## src/hdl/timer_pkg.sv

```systemverilog
package timer_pkg;

  // Sizes
  localparam int NUM_CH = 8;
  localparam int CW = 16;
  localparam int AW = 8;
  localparam int PSW = 7;

  // Register map, byte addresses
  localparam logic [AW-1:0] ADDR_CTRL = 8'h00;
  localparam logic [AW-1:0] ADDR_COUNT = 8'h04;
  localparam logic [AW-1:0] ADDR_MODULO = 8'h08;
  localparam logic [AW-1:0] ADDR_CH_BASE = 8'h10;
  localparam int CH_STRIDE_SHIFT = 3;
  localparam int CH_VALUE_SEL_BIT = 2;

  // Module control field positions
  localparam int CTRL_CLK_LSB = 0;
  localparam int CTRL_PS_LSB = 2;
  localparam int CTRL_CENTER_BIT = 5;
  localparam int CTRL_OVF_BIT = 7;

  // Channel control field positions
  localparam int CH_ELS_LSB = 0;
  localparam int CH_MS_LSB = 2;
  localparam int CH_FLAG_BIT = 7;

  // Reset and special values
  localparam logic [CW-1:0] COUNT_ZERO = 16'h0000;
  localparam logic [CW-1:0] COUNT_ONE = 16'h0001;
  localparam logic [CW-1:0] COUNT_ALL_ONES = 16'hffff;
  localparam logic [CW-1:0] MODULO_RESET = 16'h0000;
  localparam logic [CW-1:0] VALUE_RESET = 16'h0000;
  localparam logic [PSW-1:0] PS_ALL_ONES = 7'h7f;
  localparam logic [2:0] PS_RESET = 3'h0;

  // Edge/level codes
  localparam logic [1:0] ELS_OFF = 2'b00;
  localparam logic [1:0] ELS_TOGGLE = 2'b01;
  localparam logic [1:0] ELS_CLEAR = 2'b10;
  localparam logic [1:0] ELS_SET = 2'b11;

  // Channel mode codes (upper bit set means edge PWM)
  localparam logic [1:0] MS_CAPTURE = 2'b00;
  localparam logic [1:0] MS_COMPARE = 2'b01;

  typedef enum logic [1:0] {
    CLK_OFF = 2'b00,
    CLK_BUS = 2'b01,
    CLK_FIXED = 2'b10,
    CLK_EXT = 2'b11
  } clk_src_t;

  typedef enum logic {
    DIR_UP = 1'b0,
    DIR_DOWN = 1'b1
  } count_dir_t;

endpackage

```

## src/hdl/pin_edge_sync.sv

```systemverilog
`timescale 1ns/1ps
`default_nettype none
module pin_edge_sync
(
  // Clock and reset
  input wire logic sys_clk,
  input wire logic rstn,
  // Raw level
  input wire logic din,
  // Edge pulses
  output logic rise,
  output logic fall
);

  logic meta;
  logic stable;
  logic last;

  // Two-stage synchroniser plus one history stage; only stable feeds the edge test
  always_ff @(posedge sys_clk or negedge rstn)
  begin
    if (!rstn)
    begin
      meta <= 1'b0;
      stable <= 1'b0;
      last <= 1'b0;
    end
    else
    begin
      meta <= din;
      stable <= meta;
      last <= stable;
    end
  end

  // A level held across one clock edge is enough for a pulse to be seen
  assign rise = stable & ~last;
  assign fall = ~stable & last;

endmodule // pin_edge_sync
`default_nettype wire

```

## src/hdl/timer_capture_compare_pwm.sv

```systemverilog
// Added by the designer: the plain strobed port and the address map.
`timescale 1ns/1ps
`default_nettype none
module timer_capture_compare_pwm
(
  // Clock and reset
  input wire logic sys_clk,
  input wire logic rstn,
  // Register port
  input wire logic [timer_pkg::AW-1:0] reg_addr,
  input wire logic [timer_pkg::CW-1:0] reg_wdata,
  input wire logic reg_wr,
  input wire logic reg_rd,
  output logic [timer_pkg::CW-1:0] reg_rdata,
  // System state and clock sources
  input wire logic background_debug_mode,
  input wire logic fixed_clk_tick,
  input wire logic external_count_clock,
  // Channel pins
  input wire logic [timer_pkg::NUM_CH-1:0] channel_pin_in,
  output logic [timer_pkg::NUM_CH-1:0] channel_pin_out,
  output logic [timer_pkg::NUM_CH-1:0] channel_pin_oe,
  // General-purpose port controls for shared pins
  input wire logic [timer_pkg::NUM_CH-1:0] port_data,
  input wire logic [timer_pkg::NUM_CH-1:0] port_dir,
  // Status
  output logic overflow_flag,
  output logic [timer_pkg::NUM_CH-1:0] channel_flag
);

  // Channel register hit: 0 none, 1 control, 2 value
  function automatic logic [1:0] ch_hit(input logic [timer_pkg::AW-1:0] a, input int n);
    logic [timer_pkg::AW-1:0] rel;
    rel = a - timer_pkg::ADDR_CH_BASE;
    ch_hit = 2'b00;
    if (a >= timer_pkg::ADDR_CH_BASE && a[1:0] == 2'b00 &&
        int'(rel >> timer_pkg::CH_STRIDE_SHIFT) == n)
    begin
      ch_hit = rel[timer_pkg::CH_VALUE_SEL_BIT] ? 2'b10 : 2'b01;
    end
  endfunction

  // Module control state
  timer_pkg::clk_src_t clock_source_select;
  logic [2:0] prescale_sel;
  logic center_align_select;
  logic [timer_pkg::CW-1:0] modulo_value;
  logic [timer_pkg::CW-1:0] timer_count;
  timer_pkg::count_dir_t count_dir;
  logic [timer_pkg::PSW-1:0] prescale_cnt;
  logic count_moved;
  logic period_end;

  // Per-channel state
  logic [1:0] edge_level_select [timer_pkg::NUM_CH];
  logic [1:0] channel_mode_select [timer_pkg::NUM_CH];
  logic [timer_pkg::CW-1:0] channel_value [timer_pkg::NUM_CH];
  logic [timer_pkg::NUM_CH-1:0] out_level;

  // Decoded strobes
  logic wr_ctrl;
  logic wr_count;
  logic wr_modulo;
  assign wr_ctrl = reg_wr && reg_addr == timer_pkg::ADDR_CTRL;
  assign wr_count = reg_wr && reg_addr == timer_pkg::ADDR_COUNT;
  assign wr_modulo = reg_wr && reg_addr == timer_pkg::ADDR_MODULO;

  // External clock edge, synchronised to the bus clock
  logic ext_rise;
  pin_edge_sync u_ext_sync
  (
    .sys_clk(sys_clk),
    .rstn(rstn),
    .din(external_count_clock),
    .rise(ext_rise),
    .fall()
  );

  // Prescaler input tick from the chosen source
  logic src_tick;
  always_comb
  begin
    unique case (clock_source_select)
      timer_pkg::CLK_OFF: src_tick = 1'b0;
      timer_pkg::CLK_BUS: src_tick = 1'b1;
      timer_pkg::CLK_FIXED: src_tick = fixed_clk_tick;
      timer_pkg::CLK_EXT: src_tick = ext_rise;
    endcase
  end

  // Divide-by 2^n tap; debug halt freezes the whole chain
  logic [timer_pkg::PSW-1:0] ps_mask;
  logic src_live;
  logic count_en;
  assign ps_mask = ~(timer_pkg::PS_ALL_ONES << prescale_sel);
  assign src_live = src_tick && !background_debug_mode;
  assign count_en = src_live && ((prescale_cnt & ps_mask) == ps_mask);

  // Module control register; no clock source leaves the timer idle after reset
  always_ff @(posedge sys_clk or negedge rstn)
  begin
    if (!rstn)
    begin
      clock_source_select <= timer_pkg::CLK_OFF;
      prescale_sel <= timer_pkg::PS_RESET;
      center_align_select <= 1'b0;
    end
    else if (wr_ctrl)
    begin
      clock_source_select <= timer_pkg::clk_src_t'(reg_wdata[timer_pkg::CTRL_CLK_LSB +: 2]);
      prescale_sel <= reg_wdata[timer_pkg::CTRL_PS_LSB +: 3];
      center_align_select <= reg_wdata[timer_pkg::CTRL_CENTER_BIT];
    end
  end

  // Modulo register
  always_ff @(posedge sys_clk or negedge rstn)
  begin
    if (!rstn)
    begin
      modulo_value <= timer_pkg::MODULO_RESET;
    end
    else if (wr_modulo)
    begin
      modulo_value <= reg_wdata;
    end
  end

  // Prescaler; restarts with the counter so the first period is whole
  always_ff @(posedge sys_clk or negedge rstn)
  begin
    if (!rstn)
    begin
      prescale_cnt <= '0;
    end
    else if (wr_count)
    begin
      prescale_cnt <= '0;
    end
    else if (src_live)
    begin
      prescale_cnt <= prescale_cnt + 1'b1;
    end
  end

  // Next counter value, direction and period end
  logic free_run;
  logic [timer_pkg::CW-1:0] next_count;
  timer_pkg::count_dir_t next_dir;
  logic next_wrap;
  assign free_run = modulo_value == timer_pkg::COUNT_ZERO ||
                    modulo_value == timer_pkg::COUNT_ALL_ONES;
  always_comb
  begin
    next_count = timer_count + timer_pkg::COUNT_ONE;
    next_dir = timer_pkg::DIR_UP;
    next_wrap = 1'b0;
    if (center_align_select && !free_run)
    begin
      unique case (count_dir)
        timer_pkg::DIR_UP:
        begin
          if (timer_count >= modulo_value)
          begin
            next_count = timer_count - timer_pkg::COUNT_ONE;
            next_dir = timer_pkg::DIR_DOWN;
          end
        end
        timer_pkg::DIR_DOWN:
        begin
          if (timer_count == timer_pkg::COUNT_ZERO)
          begin
            next_wrap = 1'b1;
          end
          else
          begin
            next_count = timer_count - timer_pkg::COUNT_ONE;
            next_dir = timer_pkg::DIR_DOWN;
          end
        end
      endcase
    end
    else if (!free_run && timer_count >= modulo_value)
    begin
      next_count = timer_pkg::COUNT_ZERO;
      next_wrap = 1'b1;
    end
    else if (timer_count == timer_pkg::COUNT_ALL_ONES)
    begin
      next_wrap = 1'b1;
    end
  end

  // Counter; a write zeroes it whatever the data, a read leaves it alone
  always_ff @(posedge sys_clk or negedge rstn)
  begin
    if (!rstn)
    begin
      timer_count <= timer_pkg::COUNT_ZERO;
      count_dir <= timer_pkg::DIR_UP;
    end
    else if (wr_count)
    begin
      timer_count <= timer_pkg::COUNT_ZERO;
      count_dir <= timer_pkg::DIR_UP;
    end
    else if (count_en)
    begin
      timer_count <= next_count;
      count_dir <= next_dir;
    end
  end

  // Marks a freshly reached count so each value matches only once
  always_ff @(posedge sys_clk or negedge rstn)
  begin
    if (!rstn)
    begin
      count_moved <= 1'b0;
      period_end <= 1'b0;
    end
    else
    begin
      count_moved <= (count_en || wr_count) && clock_source_select != timer_pkg::CLK_OFF;
      period_end <= count_en && !wr_count && next_wrap;
    end
  end

  // Overflow flag; a new period end beats a clear in the same cycle
  always_ff @(posedge sys_clk or negedge rstn)
  begin
    if (!rstn)
    begin
      overflow_flag <= 1'b0;
    end
    else if (period_end)
    begin
      overflow_flag <= 1'b1;
    end
    else if (wr_ctrl && reg_wdata[timer_pkg::CTRL_OVF_BIT])
    begin
      overflow_flag <= 1'b0;
    end
  end

  // Channels
  genvar gi;
  generate
    for (gi = 0; gi < timer_pkg::NUM_CH; gi++)
    begin : g_ch
      logic pin_rise;
      logic pin_fall;
      logic func_on;
      logic is_cap;
      logic is_cmp;
      logic is_edge_aligned_pwm;
      logic drive;
      logic cap_evt;
      logic match;
      logic wr_cctrl;
      logic wr_cval;

      pin_edge_sync u_pin_sync
      (
        .sys_clk(sys_clk),
        .rstn(rstn),
        .din(channel_pin_in[gi]),
        .rise(pin_rise),
        .fall(pin_fall)
      );

      // Mode decode; center-align overrides every per-channel mode
      assign func_on = edge_level_select[gi] != timer_pkg::ELS_OFF &&
                       clock_source_select != timer_pkg::CLK_OFF;
      assign is_cap = !center_align_select && channel_mode_select[gi] == timer_pkg::MS_CAPTURE;
      assign is_cmp = !center_align_select && channel_mode_select[gi] == timer_pkg::MS_COMPARE;
      assign is_edge_aligned_pwm = !center_align_select && channel_mode_select[gi][1];
      assign drive = func_on && !is_cap;
      assign cap_evt = func_on && is_cap &&
                       ((edge_level_select[gi][0] && pin_rise) ||
                        (edge_level_select[gi][1] && pin_fall));
      assign match = count_moved && timer_count == channel_value[gi] && !is_cap;
      assign wr_cctrl = reg_wr && ch_hit(reg_addr, gi) == 2'b01;
      assign wr_cval = reg_wr && ch_hit(reg_addr, gi) == 2'b10;

      // Channel control register
      always_ff @(posedge sys_clk or negedge rstn)
      begin
        if (!rstn)
        begin
          edge_level_select[gi] <= timer_pkg::ELS_OFF;
          channel_mode_select[gi] <= timer_pkg::MS_CAPTURE;
        end
        else if (wr_cctrl)
        begin
          edge_level_select[gi] <= reg_wdata[timer_pkg::CH_ELS_LSB +: 2];
          channel_mode_select[gi] <= reg_wdata[timer_pkg::CH_MS_LSB +: 2];
        end
      end

      // Channel value; a capture wins over a software write in the same cycle
      always_ff @(posedge sys_clk or negedge rstn)
      begin
        if (!rstn)
        begin
          channel_value[gi] <= timer_pkg::VALUE_RESET;
        end
        else if (cap_evt)
        begin
          channel_value[gi] <= timer_count;
        end
        else if (wr_cval)
        begin
          channel_value[gi] <= reg_wdata;
        end
      end

      // Channel flag; compare with no pin action still flags, as a software timer
      always_ff @(posedge sys_clk or negedge rstn)
      begin
        if (!rstn)
        begin
          channel_flag[gi] <= 1'b0;
        end
        else if (cap_evt || (match && clock_source_select != timer_pkg::CLK_OFF))
        begin
          channel_flag[gi] <= 1'b1;
        end
        else if (wr_cctrl && reg_wdata[timer_pkg::CH_FLAG_BIT])
        begin
          channel_flag[gi] <= 1'b0;
        end
      end

      // Output level; tracks the pin while idle so compare starts from it
      always_ff @(posedge sys_clk or negedge rstn)
      begin
        if (!rstn)
        begin
          out_level[gi] <= 1'b0;
        end
        else if (!drive)
        begin
          out_level[gi] <= channel_pin_in[gi];
        end
        else if (center_align_select)
        begin
          if (match && count_dir == timer_pkg::DIR_DOWN)
          begin
            out_level[gi] <= !edge_level_select[gi][0];
          end
          else if (match)
          begin
            out_level[gi] <= edge_level_select[gi][0];
          end
        end
        else if (is_edge_aligned_pwm)
        begin
          if (match)
          begin
            out_level[gi] <= edge_level_select[gi][0];
          end
          else if (count_moved && timer_count == timer_pkg::COUNT_ZERO)
          begin
            out_level[gi] <= !edge_level_select[gi][0];
          end
        end
        else if (is_cmp && match)
        begin
          unique case (edge_level_select[gi])
            timer_pkg::ELS_TOGGLE: out_level[gi] <= !out_level[gi];
            timer_pkg::ELS_CLEAR: out_level[gi] <= 1'b0;
            timer_pkg::ELS_SET: out_level[gi] <= 1'b1;
            timer_pkg::ELS_OFF: out_level[gi] <= out_level[gi];
          endcase
        end
      end

      // Pin ownership: driven, forced input, or handed back to the port
      assign channel_pin_out[gi] = drive ? out_level[gi] : port_data[gi];
      assign channel_pin_oe[gi] = drive ? 1'b1 : (func_on ? 1'b0 : port_dir[gi]);
    end
  endgenerate

  // Read mux; unmapped addresses answer zero
  logic [timer_pkg::CW-1:0] next_rdata;
  always_comb
  begin
    next_rdata = '0;
    if (reg_addr == timer_pkg::ADDR_CTRL)
    begin
      next_rdata[timer_pkg::CTRL_CLK_LSB +: 2] = clock_source_select;
      next_rdata[timer_pkg::CTRL_PS_LSB +: 3] = prescale_sel;
      next_rdata[timer_pkg::CTRL_CENTER_BIT] = center_align_select;
      next_rdata[timer_pkg::CTRL_OVF_BIT] = overflow_flag;
    end
    else if (reg_addr == timer_pkg::ADDR_COUNT)
    begin
      next_rdata = timer_count;
    end
    else if (reg_addr == timer_pkg::ADDR_MODULO)
    begin
      next_rdata = modulo_value;
    end
    for (int n = 0; n < timer_pkg::NUM_CH; n++)
    begin
      if (ch_hit(reg_addr, n) == 2'b01)
      begin
        next_rdata[timer_pkg::CH_ELS_LSB +: 2] = edge_level_select[n];
        next_rdata[timer_pkg::CH_MS_LSB +: 2] = channel_mode_select[n];
        next_rdata[timer_pkg::CH_FLAG_BIT] = channel_flag[n];
      end
      else if (ch_hit(reg_addr, n) == 2'b10)
      begin
        next_rdata = channel_value[n];
      end
    end
  end

  // Read data stands only in the cycle after the strobe
  always_ff @(posedge sys_clk or negedge rstn)
  begin
    if (!rstn)
    begin
      reg_rdata <= '0;
    end
    else
    begin
      reg_rdata <= reg_rd ? next_rdata : '0;
    end
  end

endmodule // timer_capture_compare_pwm
`default_nettype wire

```

## config.mk

```make
export PLATFORM = sky130hd
export DESIGN_NAME = timer_capture_compare_pwm
export DESIGN_NICKNAME = d
export VERILOG_FILES = /design/src/hdl/timer_pkg.sv /design/src/hdl/pin_edge_sync.sv /design/src/hdl/timer_capture_compare_pwm.sv
export SDC_FILE = /design/constraint.sdc
export NUM_CORES = 1
export LEC_CHECK = 0
export ABC_AREA = 1
export BUFFER_PORTS_ARGS = -buffer_cell sky130_fd_sc_hd__buf_2
export CAP_MARGIN = 20
export CORE_ASPECT_RATIO = 0.9
export CORE_UTILIZATION = 50
export CTS_CLUSTER_SIZE = 10
export DETAILED_ROUTE_END_ITERATION = 16
export GPL_ROUTABILITY_DRIVEN = 0
export HOLD_SLACK_MARGIN = 0.05
export PLACE_DENSITY_LB_ADDON = 0.08
export SYNTH_ARGS = -nofsm -noshare
export SYNTH_HDL_FRONTEND = slang
export SYNTH_HIERARCHICAL = 1
export SYNTH_SLANG_ARGS = --single-unit
```

## constraint.sdc

```tcl
create_clock -name sys_clk -period 3 [get_ports sys_clk]
set_input_delay 0.3 -clock sys_clk [delete_from_list [all_inputs] [get_ports sys_clk]]
set_output_delay 0.3 -clock sys_clk [all_outputs]
set_load 0.02 [all_outputs]
```

==> metrics.txt, run 1 <==
pin count of the biggest net entering global routing=80; status=complete, no violations; I/O pins=96; hold_sp=reg_wdata[0]; first-pass GRT wire length=102 mm; Mapped Cells=2511; initial antenna violation count=1; Die W=201 um; worst rel slew slack=0.314; fillers=3350; RR Endpoint=out_level[7]; CP Max Fanout=12; RSZ-0062 raised after global routing=no; setup TNS=0 ns; H-tree Lvls=2; Syn-to-layout area delta=13.0%; ANT nets after route=0; Detail Placement HPWL=48.3 mm; Power Dens Cells=659 mW/mm2; Post-CTS Resized=0; Synth warnings=6; Synth Area per Inst=7.09 um2; Reg-to-Reg Start=timer_count[12]; max_cap viols=0; WHS Path Cells=3; flop2flop setup slack=0.11 ns; vias in the first global route=16.9k; final worst-path cycle share=0.965; Initial Util=0.508; initial drt markers=2704; Final Skew=0.0259 ns; Worst path top cell family by delay=simple AND/OR/NAND/NOR gates; row cnt=65; Final min period=2.89 ns; Post-Layout Inst Area=0.0201 mm2; CP dominant cell by count=nand2_1; mapped cell area=0.0178 mm2; crit-path max cell delay=0.70 ns; Antenna Cells=0; clock tree from TritonCTS=built; vias post-DR=18.4k; Die Span Y=181 um; cells along the critical path=inv_1 > o22ai_1 > nor4_1 > nand4_1 > nor2_1 > a21oi_1 > o21ai_0 > nand3_1 > nand2_1 > nand2_1; Hold Fails Final Rpt=0; grt total ovfl=0; Worst-Margin Slew=1.03 ns; DP Area=0.0190 mm2; crit end category=flop; Max VDD drop=0.472 mV; CP Class=reg -> reg; final setup vio count=0; drt wl/cell=21.2 um; clk_lat worst skew=0.54 ns; Total Routing Usage GR=0.364; R2R cell count=10; commonest non-fill, non-tap cell in the layout=nand2_1; Longest Clk Path Bufs=3; Worst path slowest cell=nor4_1; share of layout cells above drive strength 1=0.114; min-delay worst type=in -> reg; area of the core=0.0351 mm2; die area=0.0364 mm2; vias per cell=5.93; drt total wl=65.5 mm; clock sinks=268; leakage=9.31 nW; max-slew violations=0; CP Launch Type=flop; PortBufs=95; Req. time, crit path=3.42 ns; Buf/Inv on CP=1; TritonRoute pass-1 iters=6; f_max=0.345 GHz; commonest non-fill, non-tap cells in the layout=nand2_1, o21ai_0, inv_1; CTS clk-pin slew, worst paths=0.06 ns; fin nets=2687; Endpoint, Worst Hold=channel_value[112]; Root Buffer=clkbuf_16; # DRC=0; critical path arrival=3.31 ns; cts bufs inserted=34; Synth Net Count=2589
-- through the flow --
stage	hold slack (ns)	setup slack, ns	instances	total power, W	utilization
floorplan	0.00441	0.572	2511	0.00727	-
global placement	0.307	0.231	3032	0.00921	0.543
detailed placement	0.314	0.208	3032	0.00928	0.543
CTS	0.104	0.242	3093	0.0131	0.574
global route	0.128	0.0178	3093	0.0138	0.574
finish	0.107	0.106	3093	0.0133	0.574
-- worst max path at each step --
stage,from,to,slack [ns],cells after the start
after global routing,center_align_select,channel_pin_out[5],0.02,9
after global placement,reg_addr[2],reg_rdata[13],0.23,15
final,timer_count[12],out_level[7],0.11,10
after CTS,center_align_select,channel_pin_out[5],0.24,9
after floorplan,timer_count[0],timer_count[14],0.57,17
after detailed placement,reg_addr[2],reg_rdata[13],0.21,15
-- state kept, by name (all words and copies together) (netlist names) --
register	count
channel_value	128
channel_mode_select	16
edge_level_select	16
modulo_value	16
reg_rdata	16
timer_count	16
channel_flag	8
g_ch.u_pin_sync/last	8
g_ch.u_pin_sync/meta	8
g_ch.u_pin_sync/stable	8
out_level	8
prescale_cnt	7
prescale_sel	3
clock_source_select	2
center_align_select	1
count_dir	1
count_moved	1
overflow_flag	1
period_end	1
u_ext_sync/last	1
u_ext_sync/meta	1
u_ext_sync/stable	1
-- power by group --
| part | total, W | switching (W) | internal, W |
|---|---|---|---|
| Sequential | 0.00442 | 0.000460 | 0.00396 |
| Clock | 0.00380 | 0.00161 | 0.00219 |
| Combinational | 0.00503 | 0.00342 | 0.00161 |
| Total | 0.0133 | 0.00549 | 0.00776 |
-- per-layer routing --
| layer | global-route usage | share of wire | vias up |
|---|---|---|---|
| li1 | - | - | 8580 |
| met1 | 0.550 | 0.45 | 8601 |
| met2 | 0.518 | 0.41 | 1034 |
| met3 | 0.0707 | 0.11 | 136 |
| met4 | 0.122 | 0.032 | 2 |
| met5 | 0 | 0.00020 | - |
-- worst min-delay path, delay by kind of cell --
kind,cells,cell delay [ns]
AOI/OAI and AO/OA,2,0.17
buffers and inverters,1,0.12
-- layout make-up --
type | instances | area, um2 | area share
timing repair buffer | 206 | 1420 | 0.0705
tap | 469 | 587 | 0.0292
sequential | 268 | 6710 | 0.333
inverter | 308 | 1160 | 0.0575
clock inverter | 3 | 18.8 | 0.000933
multi-input combinational | 1791 | 9280 | 0.461
clock buffer | 48 | 955 | 0.0474
-- repair_timing --
action	CTS	global route
buffers inserted	0	0
hold endpoints to repair	75	0
hold buffers	10	0
(Power assumes the default switching activity.)
==> inputs of run 2 (changes only) <==
--- a/config.mk
+++ b/config.mk
@@ -14,7 +14,7 @@
 export DETAILED_ROUTE_END_ITERATION = 16
 export GPL_ROUTABILITY_DRIVEN = 0
 export HOLD_SLACK_MARGIN = 0.05
-export PLACE_DENSITY_LB_ADDON = 0.08
+export PLACE_DENSITY = 0.66
 export SYNTH_ARGS = -nofsm -noshare
 export SYNTH_HDL_FRONTEND = slang
 export SYNTH_HIERARCHICAL = 1
==> run 2 against run 1 <==
Compared with the run above: die area is the same; hold slack lost 0.030 ns; clock power shrank 11%; maximum frequency grew 1.7%.
==> metrics.txt, run 2 (synthesis results as in run 1) <==
fin nets=2689 (+0.074%); CP Max Fanout=11 (-1); Total Routing Usage GR=0.353 (-0.0119); H-tree Lvls=1 (-1); leakage=9.27 nW (-0.50%); Non-Filler Instances=3088 (-0.16%); multi-input logic area=0.00929 mm2 (+0.12%); initial drt markers=2383 (-12%); max-slew violations=0 (unchanged); max_cap viols=0 (unchanged); clock sinks=268 (unchanged); commonest non-fill, non-tap cell in the layout=nand2_1; Longest Clk Path Bufs=3 (unchanged); Reg area=0.00671 mm2 (unchanged); commonest non-fill, non-tap cells in the layout=nand2_1, o21ai_0, inv_1; drt wl/cell=20.7 um (-2.4%); initial antenna violation count=0 (-1); fillers=3310 (-1.2%); Initial Util=0.508 (unchanged); f_max=0.351 GHz (+1.7%); first-pass GRT wire length=99.5 mm (-2.6%); share of layout cells above drive strength 1=0.112 (-0.00169); Power Dens Cells=638 mW/mm2 (-3.1%); grt total ovfl=0 (unchanged); TritonRoute pass-1 iters=6 (unchanged); status=complete, no violations; max reg flops=128 (unchanged); worst rel slew slack=0.363 (+0.0484); hold_ws=0.0765 ns (-0.0302 ns); final setup vio count=0 (unchanged); Detail Placement HPWL=47.3 mm (-1.9%); Hold Fails Final Rpt=0 (unchanged); CTS clk-pin slew, worst paths=0.06 ns (about the same); Worst-Margin Slew=0.955 ns (-0.0726 ns); Syn-to-layout area delta=12.6%; Final min period=2.85 ns (-0.0481 ns); clock tree from TritonCTS=built; critical path arrival=3.33 ns (+0.02 ns); min-delay worst type=in -> reg; Max VDD drop=0.460 mV (-2.5%); Antenna Cells=0 (unchanged); # DRC=0 (unchanged); Biggest register=channel_value; crit-path max cell delay=0.62 ns (-0.08 ns); CP Launch Type=flop; Die Span Y=181 um (unchanged); setup TNS=0 ns (unchanged); vias in the first global route=16.9k (-0.065%); Final Skew=0.0163 ns (-0.00960 ns); vias per cell=5.95 (+0.21%); area of the core=0.0351 mm2 (unchanged); final worst-path cycle share=0.949 (-0.0160); CP dominant cell by count=nand2_1; die area=0.0364 mm2 (unchanged); PortBufs=95 (unchanged); row cnt=65 (unchanged); post-CTS repair timing setup buffer count=0 (unchanged); clk_lat worst skew=0.60 ns (+0.06 ns); vias post-DR=18.4k (+0.044%); cts bufs inserted=31 (-8.8%); I/O pins=96 (unchanged); CP Class=reg -> reg; crit end category=flop; Die W=201 um (unchanged); RSZ-0062 raised after global routing=no; Post-Place Cells=3031 (-0.033%); pre-CTS WS=0.104 ns (-0.104 ns); cells along the critical path=inv_2 > nand2_1 > o21ai_1 > nor3b_1 > nand2_1 > nor4_1 > nand4_1 > nor2_1 > a21oi_1 > o21ai_0 > nand3_1 > nand2_1 > nand2_1; Req. time, crit path=3.48 ns (+0.06 ns); Worst path slowest cell=dfrtp_1; Root Buffer=clkbuf_16; drt total wl=63.8 mm (-2.6%); ANT nets after route=0 (unchanged); final worst setup slack=0.154 ns (+0.0481 ns); pin count of the biggest net entering global routing=84 (+5.0%)
run 2: repair_timing:
action	4_1_cts	5_1_grt
setup endpoints to repair	0	4
endpoints found under the hold margin	98	0
gates resized for setup	0	3
hold buffers	16	0
run 2: through the flow:
step	util	total power, W	instance area, um2
4_1_cts	0.571	0.0126	20000
3_3_place_gp	0.543	0.00915	19000
5_1_grt	0.572	0.0133	20000
2_1_floorplan	-	0.00727	17800
3_5_place_dp	0.543	0.00922	19000
6_report	0.572	0.0128	20000
run 2: where the power goes:
part,internal [W],switching [W],leakage [nW]
combinational,0.00160,0.00337,5.62
clock,0.00186,0.00152,0.406
sequential,0.00396,0.000473,3.24
run 2: per-layer routing:
metal | up-vias | part of all wire | wire length (um) | GRT usage
met3 | 162 | 0.12 | 7350 | 0.0781
met4 | 0 | 0.037 | 2380 | 0.122
li1 | 8562 | - | - | -
met5 | - | 0 | 0 | 0
met2 | 1055 | 0.41 | 26300 | 0.506
met1 | 8582 | 0.44 | 27800 | 0.519
run 2: area by class of cell:
class / count / area share
timing repair buffer: 211 / 0.0734
clock buffer: 39 / 0.0407
inverter: 308 / 0.0577
clock inverter: 2 / 0.000687
multi-input combinational: 1791 / 0.464
sequential: 268 / 0.335
tap: 469 / 0.0293
run 2: final timing paths:
kind | from | end | slack, ns | cells after the start
setup / recovery | timer_count[5] | out_level[4] | 0.15 | 13
hold / removal | reg_wdata[2] | channel_value[2] | 0.08 | 3
setup reg to reg | timer_count[5] | out_level[4] | 0.15 | 13
hold reg to reg | g_ch[1].u_pin_sync/meta | g_ch[1].u_pin_sync/stable | 0.35 | 0
max in group asynchronous | rstn | channel_value[30] | 1.74 | 3
min in group asynchronous | rstn | u_ext_sync/last | 0.31 | 2
run 2: critical path: cells and delay by family (launching register included):
family          cells  cell delay [ns]
simple gates        9             1.62
buf+inv             1             0.24
compound gates      3             0.24
flops               1             0.62
==> inputs of run 3 (changes only) <==
--- a/config.mk
+++ b/config.mk
@@ -9,12 +9,13 @@
 export BUFFER_PORTS_ARGS = -buffer_cell sky130_fd_sc_hd__buf_2
 export CAP_MARGIN = 20
 export CORE_ASPECT_RATIO = 0.9
-export CORE_UTILIZATION = 50
+export CORE_UTILIZATION = 61
 export CTS_CLUSTER_SIZE = 10
 export DETAILED_ROUTE_END_ITERATION = 16
 export GPL_ROUTABILITY_DRIVEN = 0
 export HOLD_SLACK_MARGIN = 0.05
-export PLACE_DENSITY = 0.66
+export PLACE_DENSITY = 0.79
+export REMOVE_ABC_BUFFERS = 1
 export SYNTH_ARGS = -nofsm -noshare
 export SYNTH_HDL_FRONTEND = slang
 export SYNTH_HIERARCHICAL = 1
==> run 3 against run 2 <==
Compared with the run above: sequential power is 1% lower; maximum frequency decreased by 4.1%; critical path depth shrank 3; core utilization increased by 13 points; combinational power grew 3%; cell count decreased by 3.7%.
==> metrics.txt, run 3 (synthesis results as in run 1) <==
pin count of the biggest net entering global routing=89 (+6.0%); Biggest register=channel_value; min-delay worst type=in -> reg; Die Span Y=164 um (-9.4%); Detail Placement HPWL=45.9 mm (-3.0%); Max VDD drop=0.504 mV (+9.5%); total power=0.0128 W (+0.24%); clk_lat worst skew=0.58 ns (-0.02 ns); leakage=9.24 nW (-0.32%); cts bufs inserted=31 (unchanged); Antenna Cells=0 (unchanged); vias per cell=6.41 (+7.7%); max-slew violations=0 (unchanged); Req. time, crit path=3.48 ns (about the same); die area=0.0299 mm2 (-18%); final setup vio count=0 (unchanged); CP Class=reg -> reg; setup TNS=0 ns (unchanged); vias in the first global route=17.4k (+3.1%); DP Area=0.0189 mm2 (-0.83%); commonest non-fill, non-tap cell in the layout=nand2_1; initial antenna violation count=1 (+1); fin nets=2686 (-0.11%); Final Skew=0.0214 ns (+0.00508 ns); Total Routing Usage GR=0.422 (+0.0693); drt wl/cell=21.3 um (+2.8%); grt total ovfl=0 (unchanged); Initial Util=0.629 (+0.121); # DRC=0 (unchanged); Die W=182 um (-9.4%); max_cap viols=0 (unchanged); initial drt markers=2944 (+24%); Final min period=2.97 ns (+0.123 ns); crit end category=flop; max reg flops=128 (unchanged); hold_sp=reg_wdata[0]; worst rel slew slack=0.282 (-0.0807); clock sinks=268 (unchanged); critical path arrival=3.45 ns (+0.12 ns); share of layout cells above drive strength 1=0.113 (+0.000937); RSZ-0062 raised after global routing=no; H-tree Lvls=1 (unchanged); vias post-DR=19.1k (+3.8%); Reg-to-Reg Start=timer_count[7]; TritonRoute pass-1 iters=8 (+2); Post-Place Cells=2924 (-3.5%); first-pass GRT wire length=96.9 mm (-2.6%); PortBufs=95 (unchanged); Worst-Margin Slew=1.08 ns (+0.121 ns); Longest Clk Path Bufs=3 (unchanged); drt total wl=63.2 mm (-0.92%); Hold Fails Final Rpt=0 (unchanged); Post-Layout Inst Area=0.0198 mm2 (-1.1%); CTS clk-pin slew, worst paths=0.06 ns (about the same); CP Max Fanout=9 (-2); area of the core=0.0283 mm2 (-19%); clock tree from TritonCTS=built; f_max=0.337 GHz (-4.1%); Power Dens Cells=647 mW/mm2 (+1.4%); row cnt=58 (-11%); status=complete, no violations; I/O pins=96 (unchanged); ANT nets after route=0 (unchanged); Syn-to-layout area delta=11.3%; crit path from=timer_count[7]; commonest non-fill, non-tap cells in the layout=nand2_1, o21ai_0, inv_1; CP Launch Type=flop; Non-Filler Instances=2975 (-3.7%); final worst-path cycle share=0.990 (+0.0409); Root Buffer=clkbuf_16
-- run 3: cell types whose count changed in the layout (fill, tap and decap cells not counted), sizes merged --
cell,before,now
dlygate4sd3,16,10
clkinv,8,6
clkinvlp,0,2
inv,302,301
buf,195,198
-- run 3: final timing paths --
kind | depth (start not counted) | slack, ns | endpoint
worst max-delay path | 10 | 0.03 | out_level[1]
worst min-delay path | 3 | 0.06 | channel_value[112]
worst max register to register | 10 | 0.03 | out_level[1]
worst min register to register | 0 | 0.35 | g_ch[3].u_pin_sync/stable
max in group asynchronous | 3 | 1.66 | timer_count[8]
min in group asynchronous | 2 | 0.34 | modulo_value[7]
-- run 3: power breakdown --
part / total (W) / internal (W) / switching (W)
Clock: 0.00332 / 0.00186 / 0.00147
Sequential: 0.00438 / 0.00396 / 0.000414
Combinational: 0.00512 / 0.00161 / 0.00351
Total: 0.0128 / 0.00743 / 0.00539
-- run 3: what timing repair did --
action / 4_1_cts / 5_1_grt
endpoints found under the setup margin: 0 / 3
buffers inserted: 0 / 1
hold endpoints to repair: 90 / 0
hold buffers: 10 / 0
resized for setup: 0 / 3
-- run 3: cell type report --
class	instances	area, um2
multi-input cells	1791	9280
repair buffers	208	1400
clock buffers	39	816
clock inverters	1	5.00
inverters	308	1160
fillers	2376	8480
well taps	360	450
flip-flops and latches	268	6710
-- run 3: stage by stage --
step	utilization	setup slack, ns	hold slack [ns]
final	0.700	0.0309	0.0611
after detailed placement	0.667	0.184	0.340
after global placement	0.667	0.235	0.333
after global routing	0.700	0.0246	0.0974
after CTS	0.700	0.223	0.0590
after floorplan	-	0.131	0.00441
-- run 3: per-layer routing --
metal | track usage | routed length (um)
met1 | 0.575 | 24500
met2 | 0.623 | 25800
met3 | 0.135 | 9810
met4 | 0.169 | 3130
met5 | 0 | 9
-- run 3: critical path, cell delays in order (launching register included) --
cell and delay [ns]:
dfrtp_1 0.70, clkinvlp_4 0.50, nand2_1 0.20, o2111ai_1 0.17, nor4_1 0.28, nand3_1 0.34, o21ai_0 0.27, nand2_1 0.08
o21ai_0 0.16, nor2_1 0.06, o22ai_1 0.12
